===== config.mk =====
export PLATFORM = sky130hd
export DESIGN_NAME = lpm_mode_ctrl
export DESIGN_NICKNAME = d
export VERILOG_FILES = /design/src/lpm_mode_ctrl.v /design/src/lpm_sync3.v
export VERILOG_INCLUDE_DIRS = /design/src
export SDC_FILE = /design/constraint.sdc
export NUM_CORES = 1
export LEC_CHECK = 0
export BUFFER_PORTS_ARGS = -buffer_cell sky130_fd_sc_hd__buf_2
export CAP_MARGIN = 20
export CORE_MARGIN = 4
export CORE_UTILIZATION = 49
export DETAILED_ROUTE_END_ITERATION = 10
export PLACE_DENSITY = 0.78
export SLEW_MARGIN = 20
export SYNTH_ARGS = -nofsm -noshare
export SYNTH_HDL_FRONTEND = slang
export SYNTH_HIERARCHICAL = 1
export SYNTH_SLANG_ARGS = --single-unit

===== constraint.sdc =====
create_clock -name core_clk -period 3.41 [get_ports core_clk]
set_input_delay 0.1705 -clock core_clk [delete_from_list [all_inputs] [get_ports core_clk]]
set_output_delay 0.1705 -clock core_clk [all_outputs]
set_load 0.02 [all_outputs]

===== src/lpm_mode_defs.vh =====
// register map, field positions, state codes and timing counts of the mode controller
`ifndef LPM_MODE_DEFS_VH
`define LPM_MODE_DEFS_VH

// ----------------------------------------------------------------
// register offsets
// ----------------------------------------------------------------
`define LPM_OFS_CTRL      4'h0
`define LPM_OFS_CFG       4'h4
`define LPM_OFS_STAT      4'h8
`define LPM_OFS_RESUME    4'hC

// ----------------------------------------------------------------
// field positions
// ----------------------------------------------------------------
`define LPM_CTRL_IDLE     0
`define LPM_CTRL_PD       1
`define LPM_CTRL_PCA_RUN  2
`define LPM_CFG_LOCK_LO   0
`define LPM_CFG_LOCK_HI   1
`define LPM_CFG_IRQ0_EN   2
`define LPM_CFG_IRQ0_LVL  3
`define LPM_CFG_IRQ1_EN   4
`define LPM_CFG_IRQ1_LVL  5
`define LPM_STAT_EXT      3
`define LPM_STAT_ONCE     4
`define LPM_STAT_LATCHED  5
`define LPM_STAT_CHIPRST  6

// ----------------------------------------------------------------
// reset values
// ----------------------------------------------------------------
`define LPM_CTRL_RST      3'h0
`define LPM_CFG_RST       6'h00

// ----------------------------------------------------------------
// mode states
// ----------------------------------------------------------------
`define LPM_ST_RUN        3'h0
`define LPM_ST_IDLE       3'h1
`define LPM_ST_PD         3'h2
`define LPM_ST_PD_WAKE    3'h3
`define LPM_ST_IDLE_RST   3'h4
`define LPM_ST_ONCE       3'h5

// ----------------------------------------------------------------
// timing counts
// ----------------------------------------------------------------
`define LPM_HALF_PER_MC   3'h6
`define LPM_RST_MC        2'h2

// ----------------------------------------------------------------
// bus answers
// ----------------------------------------------------------------
`define LPM_RESP_OKAY     2'h0
`define LPM_RESP_SLVERR   2'h2

`endif


===== src/lpm_mode_ctrl.v =====
// low-power, emulation and fetch-strap mode controller with axi4-lite registers
//
// Function
// strap low fetches external, high internal
// lock bits set: latch strap at reset
// internal timing from divide-by-two of oscillator
// idle stops execution, registers and ram kept
// idle ends on reset or enabled interrupt
// option keeps counter array running in idle
// power down stops oscillator after requesting instruction
// power down exits by reset or interrupt
// waker holds signal until oscillator settles
// level irq low restarts, high completes exit
// resume after instruction that entered power down
// idle reset window blocks ram, not ports; ports_hold stays high in the window
// strobe low through reset release enters emulation
// emulation floats port0, weak pulls elsewhere
// only ordinary reset leaves emulation
// strobe and port states in idle, power down
// reset pin high two machine cycles resets
// request acts after instruction; power down wins
`timescale 1ns/1ps
`include "lpm_mode_defs.vh"

module lpm_mode_ctrl (
  // clock and reset
  input  wire        core_clk,
  input  wire        rstn,
  // axi4-lite slave
  input  wire [3:0]  s_axi_awaddr,
  input  wire        s_axi_awvalid,
  output wire        s_axi_awready,
  input  wire [31:0] s_axi_wdata,
  input  wire [3:0]  s_axi_wstrb,
  input  wire        s_axi_wvalid,
  output wire        s_axi_wready,
  output reg  [1:0]  s_axi_bresp,
  output reg         s_axi_bvalid,
  input  wire        s_axi_bready,
  input  wire [3:0]  s_axi_araddr,
  input  wire        s_axi_arvalid,
  output wire        s_axi_arready,
  output reg  [31:0] s_axi_rdata,
  output reg  [1:0]  s_axi_rresp,
  output reg         s_axi_rvalid,
  input  wire        s_axi_rready,
  // device pins
  input  wire        reset_pin,
  input  wire        external_fetch_strap,
  input  wire        ext_irq_zero,
  input  wire        ext_irq_one,
  input  wire        addr_latch_in,
  input  wire        program_read_strobe_in,
  // core side
  input  wire        instr_done,
  input  wire [15:0] next_pc,
  input  wire        irq_pending,
  input  wire        core_latch_strobe,
  input  wire        core_read_strobe,
  // clock and mode outputs
  output reg         half_en,
  output reg         mc_en,
  output reg         osc_stop,
  output reg         core_run,
  output reg         pca_run,
  output reg         ram_block,
  output reg         func_reg_reset,
  output reg         ext_fetch,
  output reg         wake_pulse,
  output reg  [15:0] resume_pc,
  // pin drive
  output reg         addr_latch_out,
  output reg         addr_latch_oe,
  output reg         read_strobe_out,
  output reg         read_strobe_oe,
  output reg         weak_pullup,
  output reg         port0_float,
  output reg         port2_show_addr,
  output reg         ports_hold
);

  // ----------------------------------------------------------------
  // pin synchronisers
  // ----------------------------------------------------------------
  wire [5:0] pin_s;

  lpm_sync3 #(
    .WIDTH (6),
    .INIT  (6'h3E)
  ) u_sync (
    .core_clk  (core_clk),
    .rstn      (rstn),
    .pin_in    ({program_read_strobe_in, addr_latch_in, ext_irq_one,
                 ext_irq_zero, external_fetch_strap, reset_pin}),
    .level_out (pin_s)
  );

  wire rst_s   = pin_s[0];
  wire strap_s = pin_s[1];
  wire irq0_s  = pin_s[2];
  wire irq1_s  = pin_s[3];
  wire ale_s   = pin_s[4];
  wire program_read_strobe_s  = pin_s[5];

  // ----------------------------------------------------------------
  // registers
  // ----------------------------------------------------------------
  reg  [2:0]  ctrl_reg;
  reg  [5:0]  cfg_reg;
  reg  [2:0]  state_reg;
  reg  [2:0]  state_next;
  reg  [2:0]  half_cnt_reg;
  reg  [1:0]  rst_mc_reg;
  reg         chip_rst_reg;
  reg         once_reg;
  reg         strap_latched_reg;
  reg         strap_hold_reg;
  reg  [3:0]  awaddr_reg;
  reg         aw_full_reg;
  reg  [31:0] wdata_reg;
  reg  [3:0]  wstrb_reg;
  reg         w_full_reg;

  function addr_hit;
    input [3:0] a;
    begin
      addr_hit = (a == `LPM_OFS_CTRL) || (a == `LPM_OFS_CFG) ||
                 (a == `LPM_OFS_STAT) || (a == `LPM_OFS_RESUME);
    end
  endfunction

  // ----------------------------------------------------------------
  // clock divider and machine cycle
  // ----------------------------------------------------------------
  always @(posedge core_clk) begin
    if (!rstn) begin
      half_en      <= 1'b0;
      mc_en        <= 1'b0;
      half_cnt_reg <= 3'h0;
    end else begin
      half_en <= ~half_en;
      mc_en   <= 1'b0;
      if (half_en) begin
        if (half_cnt_reg == `LPM_HALF_PER_MC - 3'h1) begin
          half_cnt_reg <= 3'h0;
          mc_en        <= 1'b1;
        end else begin
          half_cnt_reg <= half_cnt_reg + 3'h1;
        end
      end
    end
  end

  // ----------------------------------------------------------------
  // reset pin qualification, strap and emulation entry
  // ----------------------------------------------------------------
  always @(posedge core_clk) begin
    if (!rstn) begin
      rst_mc_reg        <= 2'h0;
      chip_rst_reg      <= 1'b1;
      once_reg          <= 1'b0;
      strap_latched_reg <= 1'b0;
      strap_hold_reg    <= 1'b1;
    end else begin
      if (!rst_s) begin
        rst_mc_reg <= 2'h0;
        if (chip_rst_reg) begin
          chip_rst_reg <= 1'b0;
          once_reg     <= ~ale_s & program_read_strobe_s;
          strap_hold_reg    <= strap_s;
          strap_latched_reg <= |cfg_reg[`LPM_CFG_LOCK_HI:`LPM_CFG_LOCK_LO];
        end
      end else if (mc_en) begin
        if (rst_mc_reg == `LPM_RST_MC - 2'h1) begin
          chip_rst_reg <= 1'b1;
          once_reg     <= 1'b0;
        end else begin
          rst_mc_reg <= rst_mc_reg + 2'h1;
        end
      end
    end
  end

  always @(posedge core_clk) begin
    if (!rstn) begin
      ext_fetch <= 1'b0;
    end else begin
      ext_fetch <= strap_latched_reg ? ~strap_hold_reg : ~strap_s;
    end
  end

  // ----------------------------------------------------------------
  // mode state machine
  // ----------------------------------------------------------------
  wire irq0_wake = cfg_reg[`LPM_CFG_IRQ0_EN] & cfg_reg[`LPM_CFG_IRQ0_LVL];
  wire irq1_wake = cfg_reg[`LPM_CFG_IRQ1_EN] & cfg_reg[`LPM_CFG_IRQ1_LVL];
  wire wake_low  = (irq0_wake & ~irq0_s) | (irq1_wake & ~irq1_s);

  always @* begin
    state_next = state_reg;
    case (state_reg)
      `LPM_ST_RUN: begin
        if (once_reg) begin
          state_next = `LPM_ST_ONCE;
        end else if (instr_done && ctrl_reg[`LPM_CTRL_PD]) begin
          state_next = `LPM_ST_PD;
        end else if (instr_done && ctrl_reg[`LPM_CTRL_IDLE]) begin
          state_next = `LPM_ST_IDLE;
        end
      end
      `LPM_ST_IDLE: begin
        if (rst_s) begin
          state_next = `LPM_ST_IDLE_RST;
        end else if (irq_pending) begin
          state_next = `LPM_ST_RUN;
        end
      end
      `LPM_ST_IDLE_RST: begin
        if (!rst_s) begin
          state_next = `LPM_ST_IDLE;
        end
      end
      `LPM_ST_PD: begin
        if (wake_low) begin
          state_next = `LPM_ST_PD_WAKE;
        end
      end
      `LPM_ST_PD_WAKE: begin
        if (!wake_low) begin
          state_next = `LPM_ST_RUN;
        end
      end
      `LPM_ST_ONCE: begin
        state_next = `LPM_ST_ONCE;
      end
      default: begin
        state_next = `LPM_ST_RUN;
      end
    endcase
  end

  always @(posedge core_clk) begin
    if (!rstn) begin
      state_reg  <= `LPM_ST_RUN;
      resume_pc  <= 16'h0000;
      wake_pulse <= 1'b0;
    end else begin
      wake_pulse <= 1'b0;
      if (chip_rst_reg) begin
        state_reg <= `LPM_ST_RUN;
      end else begin
        state_reg <= state_next;
        if (state_reg == `LPM_ST_RUN && state_next == `LPM_ST_PD) begin
          resume_pc <= next_pc;
        end
        if (state_reg == `LPM_ST_PD_WAKE && state_next == `LPM_ST_RUN) begin
          wake_pulse <= 1'b1;
        end
      end
    end
  end

  // ----------------------------------------------------------------
  // mode outputs
  // ----------------------------------------------------------------
  wire in_idle = (state_reg == `LPM_ST_IDLE) || (state_reg == `LPM_ST_IDLE_RST);
  wire in_pd   = (state_reg == `LPM_ST_PD);
  wire in_wake = (state_reg == `LPM_ST_PD_WAKE);
  wire in_once = (state_reg == `LPM_ST_ONCE);

  always @(posedge core_clk) begin
    if (!rstn) begin
      osc_stop        <= 1'b0;
      core_run        <= 1'b0;
      pca_run         <= 1'b0;
      ram_block       <= 1'b0;
      func_reg_reset  <= 1'b1;
      addr_latch_out  <= 1'b0;
      addr_latch_oe   <= 1'b0;
      read_strobe_out <= 1'b0;
      read_strobe_oe  <= 1'b0;
      weak_pullup     <= 1'b0;
      port0_float     <= 1'b0;
      port2_show_addr <= 1'b0;
      ports_hold      <= 1'b0;
    end else begin
      osc_stop       <= in_pd;
      func_reg_reset <= chip_rst_reg;
      core_run       <= ~chip_rst_reg & ~in_pd & ~in_wake & ~in_once &
                        (state_reg != `LPM_ST_IDLE);
      ram_block      <= ~chip_rst_reg & (state_reg == `LPM_ST_IDLE_RST);
      pca_run        <= ~chip_rst_reg & ~in_pd & ~in_wake & ~in_once &
                        (~in_idle | ctrl_reg[`LPM_CTRL_PCA_RUN]);
      weak_pullup    <= in_once;
      addr_latch_oe  <= ~in_once;
      read_strobe_oe <= ~in_once;
      if (in_idle) begin
        addr_latch_out  <= 1'b1;
        read_strobe_out <= 1'b1;
      end else if (in_pd || in_wake) begin
        addr_latch_out  <= 1'b0;
        read_strobe_out <= 1'b0;
      end else begin
        addr_latch_out  <= core_latch_strobe | chip_rst_reg;
        read_strobe_out <= core_read_strobe | chip_rst_reg;
      end
      port0_float     <= in_once | (ext_fetch & (in_idle | in_pd));
      port2_show_addr <= ext_fetch & in_idle;
      ports_hold      <= in_idle | in_pd;
    end
  end

  // ----------------------------------------------------------------
  // axi4-lite write channel
  // ----------------------------------------------------------------
  assign s_axi_awready = ~aw_full_reg & ~s_axi_bvalid;
  assign s_axi_wready  = ~w_full_reg & ~s_axi_bvalid;

  wire wr_go = aw_full_reg & w_full_reg & ~s_axi_bvalid;
  wire taken = ~chip_rst_reg && state_reg == `LPM_ST_RUN && instr_done;

  always @(posedge core_clk) begin
    if (!rstn) begin
      aw_full_reg  <= 1'b0;
      w_full_reg   <= 1'b0;
      awaddr_reg   <= 4'h0;
      wdata_reg    <= 32'h0000_0000;
      wstrb_reg    <= 4'h0;
      s_axi_bvalid <= 1'b0;
      s_axi_bresp  <= `LPM_RESP_OKAY;
      ctrl_reg     <= `LPM_CTRL_RST;
      cfg_reg      <= `LPM_CFG_RST;
    end else begin
      if (s_axi_awvalid && s_axi_awready) begin
        aw_full_reg <= 1'b1;
        awaddr_reg  <= s_axi_awaddr;
      end
      if (s_axi_wvalid && s_axi_wready) begin
        w_full_reg <= 1'b1;
        wdata_reg  <= s_axi_wdata;
        wstrb_reg  <= s_axi_wstrb;
      end
      if (s_axi_bvalid && s_axi_bready) begin
        s_axi_bvalid <= 1'b0;
      end
      if (taken) begin
        ctrl_reg[`LPM_CTRL_IDLE] <= 1'b0;
        ctrl_reg[`LPM_CTRL_PD]   <= 1'b0;
      end
      if (chip_rst_reg) begin
        ctrl_reg[`LPM_CTRL_IDLE] <= 1'b0;
        ctrl_reg[`LPM_CTRL_PD]   <= 1'b0;
      end
      if (wr_go) begin
        aw_full_reg  <= 1'b0;
        w_full_reg   <= 1'b0;
        s_axi_bvalid <= 1'b1;
        s_axi_bresp  <= addr_hit(awaddr_reg) ? `LPM_RESP_OKAY : `LPM_RESP_SLVERR;
        if (wstrb_reg[0]) begin
          if (awaddr_reg == `LPM_OFS_CTRL) begin
            ctrl_reg <= wdata_reg[2:0];
          end
          if (awaddr_reg == `LPM_OFS_CFG) begin
            cfg_reg <= wdata_reg[5:0];
          end
        end
      end
    end
  end

  // ----------------------------------------------------------------
  // axi4-lite read channel
  // ----------------------------------------------------------------
  assign s_axi_arready = ~s_axi_rvalid;

  always @(posedge core_clk) begin
    if (!rstn) begin
      s_axi_rvalid <= 1'b0;
      s_axi_rdata  <= 32'h0000_0000;
      s_axi_rresp  <= `LPM_RESP_OKAY;
    end else begin
      if (s_axi_rvalid && s_axi_rready) begin
        s_axi_rvalid <= 1'b0;
      end
      if (s_axi_arvalid && s_axi_arready) begin
        s_axi_rvalid <= 1'b1;
        s_axi_rresp  <= addr_hit(s_axi_araddr) ? `LPM_RESP_OKAY : `LPM_RESP_SLVERR;
        case (s_axi_araddr)
          `LPM_OFS_CTRL:   s_axi_rdata <= {29'h0, ctrl_reg};
          `LPM_OFS_CFG:    s_axi_rdata <= {26'h0, cfg_reg};
          `LPM_OFS_STAT:   s_axi_rdata <= {25'h0, chip_rst_reg, strap_latched_reg,
                                           once_reg, ext_fetch, state_reg};
          `LPM_OFS_RESUME: s_axi_rdata <= {16'h0, resume_pc};
          default:         s_axi_rdata <= 32'h0000_0000;
        endcase
      end
    end
  end

endmodule


===== src/lpm_sync3.v =====
// three-stage pin synchroniser with agreement filter
`timescale 1ns/1ps

module lpm_sync3 #(
  parameter WIDTH = 1,
  parameter [WIDTH-1:0] INIT = {WIDTH{1'b0}}
) (
  // clock and reset
  input  wire             core_clk,
  input  wire             rstn,
  // pin side
  input  wire [WIDTH-1:0] pin_in,
  // core side
  output reg  [WIDTH-1:0] level_out
);

  reg [WIDTH-1:0] s1_reg;
  reg [WIDTH-1:0] s2_reg;
  reg [WIDTH-1:0] s3_reg;
  integer i;

  // ----------------------------------------------------------------
  // stages and filter
  // ----------------------------------------------------------------
  always @(posedge core_clk) begin
    if (!rstn) begin
      s1_reg    <= INIT;
      s2_reg    <= INIT;
      s3_reg    <= INIT;
      level_out <= INIT;
    end else begin
      s1_reg <= pin_in;
      s2_reg <= s1_reg;
      s3_reg <= s2_reg;
      for (i = 0; i < WIDTH; i = i + 1) begin
        if (s2_reg[i] == s3_reg[i]) begin
          level_out[i] <= s3_reg[i];
        end
      end
    end
  end

endmodule


Word-level counts from Yosys, hierarchy flattened. Index checks and enable logic that the tools add are counted.

Add/sub/neg operators: 2. Reduce and logical (&&, ||, !) cells: 38. Bitwise operators: 41. Multiplexer cells: 36. Eq/ne operators: 23.

Operator list (number): $pmux 16 s4 (1); $mux 3 (9); $mux 1 (18); $not 1->1 (18); $pmux 3 s6 (1); $and 1x1->1 (17); $eq 4x4->1 const B (4); $mux 2 (7); $reduce_and 2->1 (6); $logic_and 1x1->1 (11); $eq 3x2->1 const B (3); $eq 3x3->1 const B (3); $reduce_and 3->1 (3); $eq 4x3->1 const B (2); $logic_not 4->1 (2); $logic_or 1x1->1 (8); $eq 1x1->1 (6); $logic_not 3->1 (2); $or 1x1->1 (6); $reduce_bool 2->1 (3); $reduce_or 2->1 (3); $ne 2x2->1 const B (2); $add 3x1->3 const B (1); $eq 3x1->1 const B (1); other kinds (3) (3).

Output and inout bits: 74. Bits in registers: 128.

Longest topological paths before layout.
Depth after elaboration: 8. Gate-level depth with buffers: 6. Gate-level depth less buffers: 5.

Cells and area by module. Netlist, hierarchy kept.

By module, submodules not included: lpm_mode_ctrl (cells each 384, area each 3736.1 um^2, times used 1); lpm_sync3 (cells each 62, area each 698.2 um^2, times used 1).

Worst setup path after synthesis. Ideal clock, no wire load.

Path kind: register -> register. Start: register state_reg[2]. End: register resume_pc[10]. Path buffers: 3. Arrival: 1.209 ns. Setup slack: 2.129 ns. Stages on the path, launching flop included: 7. Period minus slack after synthesis: 1.281 ns. Cells stage by stage: dfxtp_1 > buf_2 > nor3_2 > nor3b_1 > buf_4 > buf_12 > mux2i_1.

Word-level cells in the longest chain between the ends: 7. Elaborated cells on any way between the ends: 18. Classes of those cells: eq/ne: 6; mux: 9; reduce/logical: 3.

RTL lines: from (decl) (line lpm_mode_ctrl.v:110) `reg [2:0] state_reg;`; from (signal assigned) (line lpm_mode_ctrl.v:244) `` state_reg <= `LPM_ST_RUN; ``; from (signal assigned) (line lpm_mode_ctrl.v:250) `` state_reg <= `LPM_ST_RUN; ``; from (signal assigned) (line lpm_mode_ctrl.v:252) `state_reg <= state_next;`; $mux 3 (line lpm_mode_ctrl.v:207) `` end else if (instr_done && ctrl_reg[`LPM_CTRL_IDLE]) begin ``; $mux 3 (line lpm_mode_ctrl.v:205) `` end else if (instr_done && ctrl_reg[`LPM_CTRL_PD]) begin ``; $mux 3 (line lpm_mode_ctrl.v:203) `if (once_reg) begin`; $pmux 3 s6 (line lpm_mode_ctrl.v:201) `case (state_reg)`; $eq 3x2->1 (no source line); $logic_and 1x1->1 (no source line) *; $reduce_and 2->1 (no source line) *; to (signal assigned) (line lpm_mode_ctrl.v:254) `resume_pc <= next_pc;`; to (decl) (line lpm_mode_ctrl.v:70) `output reg [15:0] resume_pc,`.

Mark *: on every way between the ends. The rest lies on a longest branch, timed or not. A chain may end at the register's enable or synchronous reset.

Worst setup path in the final report.
Start: register state_reg[1]. End: register resume_pc[9].

Same word-level chain as after synthesis.

==> impl_metrics.ini <==
[power]
power_switching_mw = 0.581
p_sw_share_pct = 25.0
pwr-share-clk_pct = 34.2
internal_power_mw = 1.74
irDropWorstVdd_mv = 0.222
combinationalPowerShare_pct = 8.2
p_per_area_nw_per_um2 = 450
power_leakage_nw = 2.18
seq_power_share_pct = 57.6

[floorplan]
die_w_microns = 103
ios = 151
rows = 34
dieArea_sq_um = 10600
core-area_sq_um = 8760
start_util_pct = 50.6
dieHeight_microns = 103

[yosys]
ys_ff_latch = 110
async_reset_ff_share_pct = 0
synth_warnings = 6
ys_top_cells_by_area = dfxtp_1 50%, mux2i_1 8.8%, nand2_1 5.1%, nor2b_1 3.8%, buf_4 3.7%
synth-seq-area-share_pct = 49.7
synth_top_cell_by_area = dfxtp_1
yosys-top-cells-count = 110 x dfxtp_1, 60 x nand2_1, 39 x mux2i_1, 27 x nor2b_1, 22 x buf_4
synth_edf_count = 0
yosysMostFrequentCell = dfxtp_1
post_synth_inst_count = 446
synth_cell_types = 53
syn-mean-instance-area_sq_um = 9.94
synth_top_cell_area_share_pct = 49.7
synthFlopType = dfxtp_1
syn_area_sq_um = 4430

[cells_and_area]
diodes = 0
syn_to_final_growth_pct = 16.5
nets = 618
reg.largest.list = resume_pc (16), s_axi_rdata (16)
n_fill_cell = 731
drive_above_1_share_pct = 25.5

[clock_tree]
cts_buffers = 9
cts_root_buffer = clkbuf_8
clock-sinks = 110
post_cts.repair.setup_buffers = 0
clock_latency_ns = 0.37
clkTransAtPathRegs_ns = 0.10
cts_tree = built
cts.htree.levels = 3
cts_buffer_depth = 2

[placed_design]
pre_cts_ws_ns = 1.53
io_buffers = 103
gp_congestion = 0.790
dp_hpwl_microns = 6750

[drt]
drtPass1Iterations = 4
ant_nets = 0
drt_wl_total_microns = 9300
drcViolationCount = 0
wl_per_cell_microns = 14.2
num_vias = 3383
drtIter0Drc = 118
via_per_inst = 5.18

[critical_path]
endpoint_kind = flip-flop
worst_r2r_endpoint = resume_pc[9]$_SDFFE_PN0P_
cp-start-kind = flip-flop
crit_type = flip-flop to flip-flop
critPathBufInv = 1
cp.arrival_ns = 2.05
cp_max_fo = 16
reg2regPathDepth = 4
cp_top_family = simple AND/OR/NAND/NOR gates
critical_path_depth = 4
cpMaxStageDelayCell = dfxtp_1
crit_chain = nor3_2 > nor3b_2 > buf_4 > mux2i_1
required_ns = 3.71
startpoint = state_reg[1]$_SDFF_PP0_
r2r_start = state_reg[1]$_SDFF_PP0_
cpPeakStageDelay_ns = 0.47
regToRegSetupSlack_ns = 1.66

[worst_hold_path]
hp-class = input pin to flip-flop
worstHoldStart = next_pc[7]
hold_path_depth = 3
min_to = resume_pc[7]$_SDFFE_PN0P_

[sta]
max_freq_ghz = 0.571
finalSetupTns_ns = 0
max_slew_margin_pct = 52.3
skew_ns = 0.00907
fin_ws_ns = 1.66
tightest_slew_ns = 0.713
final-setup-viol-count = 0
slew_violations = 0
rsz0062_at_grt = false
period_minus_slack_ns = 1.75
hold_viol = 0
layout_worst_path_cycle_share_pct = 51.4

[global_route]
grt_max_degree = 78
antenna_found_initial = 0
grt.total_usage_pct = 17.3
grt_overflow = 0
grt_pass1_vias = 3153
grt_pass1_wl_microns = 14500

[run_status]
status = finished, final reports clean

[job]
max-cap-violations = 0
## power groups by stage
stage          registers [mW]  logic, mW  clock network [mW]
2_1_floorplan            1.37      0.137                   0
3_3_place_gp             1.37      0.180                   0
3_5_place_dp             1.37      0.185                   0
4_1_cts                  1.34      0.191               0.813
5_1_grt                  1.34      0.212               0.859
6_report                 1.34      0.191               0.795
## cell type report
cell class / instances / area, sq um / share of cell area [%]
inverters: 5 / 21.3 / 0.412
well taps: 108 / 135 / 2.62
flip-flops and latches: 110 / 2200 / 42.6
clock inverters: 7 / 81.3 / 1.57
clock buffers: 9 / 124 / 2.40
repair buffers: 112 / 601 / 11.6
multi-input cells: 302 / 2000 / 38.7
## cells in the final DEF, fill, tap and decap left out, types with 9 or more instances in the layout
| cell | netlist | final |
|---|---|---|
| o21ai_0 | 15 | 15 |
| nand2_1 | 60 | 60 |
| conb_1 | 1 | 18 |
| a32oi_1 | 9 | 9 |
| clkbuf_8 | 0 | 9 |
| dfxtp_1 | 110 | 110 |
| mux2i_1 | 39 | 39 |
| nand2b_1 | 15 | 15 |
| buf_2 | 12 | 102 |
| nor2b_1 | 27 | 27 |
| nor2_1 | 18 | 18 |
| a21oi_1 | 10 | 10 |
## worst register-to-register path, stage by stage (launching register included)
cell and delay, ns:
dfxtp_1 0.47, nor3_2 0.25, nor3b_2 0.38, buf_4 0.35
mux2i_1 0.24
## cells by family after synthesis
kind of cell	share of synthesized area, %
multiplexers	11.3
AND/OR/NAND/NOR	21.4
adder cells (fa/ha/maj)	0.282
XOR/XNOR	0.593
buffers and inverters	6.97
flip-flops	49.7
other	0.0846
AO/OA/AOI/OAI	9.65
## stage by stage
step	cells	utilization (%)	area [sq um]	power (mW)	hold WS [ns]
6_report	653	58.9	5160	2.32	0.0432
3_5_place_dp	631	55.8	4890	1.55	0.354
2_1_floorplan	463	-	4500	1.51	0.244
4_1_cts	653	58.8	5160	2.34	0.0335
5_1_grt	653	58.9	5160	2.41	0.0434
3_3_place_gp	631	55.8	4890	1.55	0.350
## worst max path at each step
stage,end,slack [ns]
2_1_floorplan,resume_pc[10]$_SDFFE_PN0P_,2.13
3_5_place_dp,s_axi_rdata[3]$_SDFFE_PN0P_,1.53
4_1_cts,s_axi_rdata[3]$_SDFFE_PN0P_,1.51
3_3_place_gp,s_axi_rdata[1]$_SDFFE_PN0P_,1.59
5_1_grt,resume_pc[14]$_SDFFE_PN0P_,1.51
6_report,resume_pc[9]$_SDFFE_PN0P_,1.66
## per-layer routing
layer	track usage, %	part of all wire [%]	vias to the layer above
met3	3.99	6.2	16
met4	7.27	1.9	0
met2	29.8	51	94
met5	0	0	-
li1	-	-	1678
met1	20.7	40	1595
## what timing repair did
action	CTS	global route
hold buffers	6	0
gates resized for setup	0	0
hold endpoints to repair	6	0
Note: power is estimated with default switching activity, not from simulation.
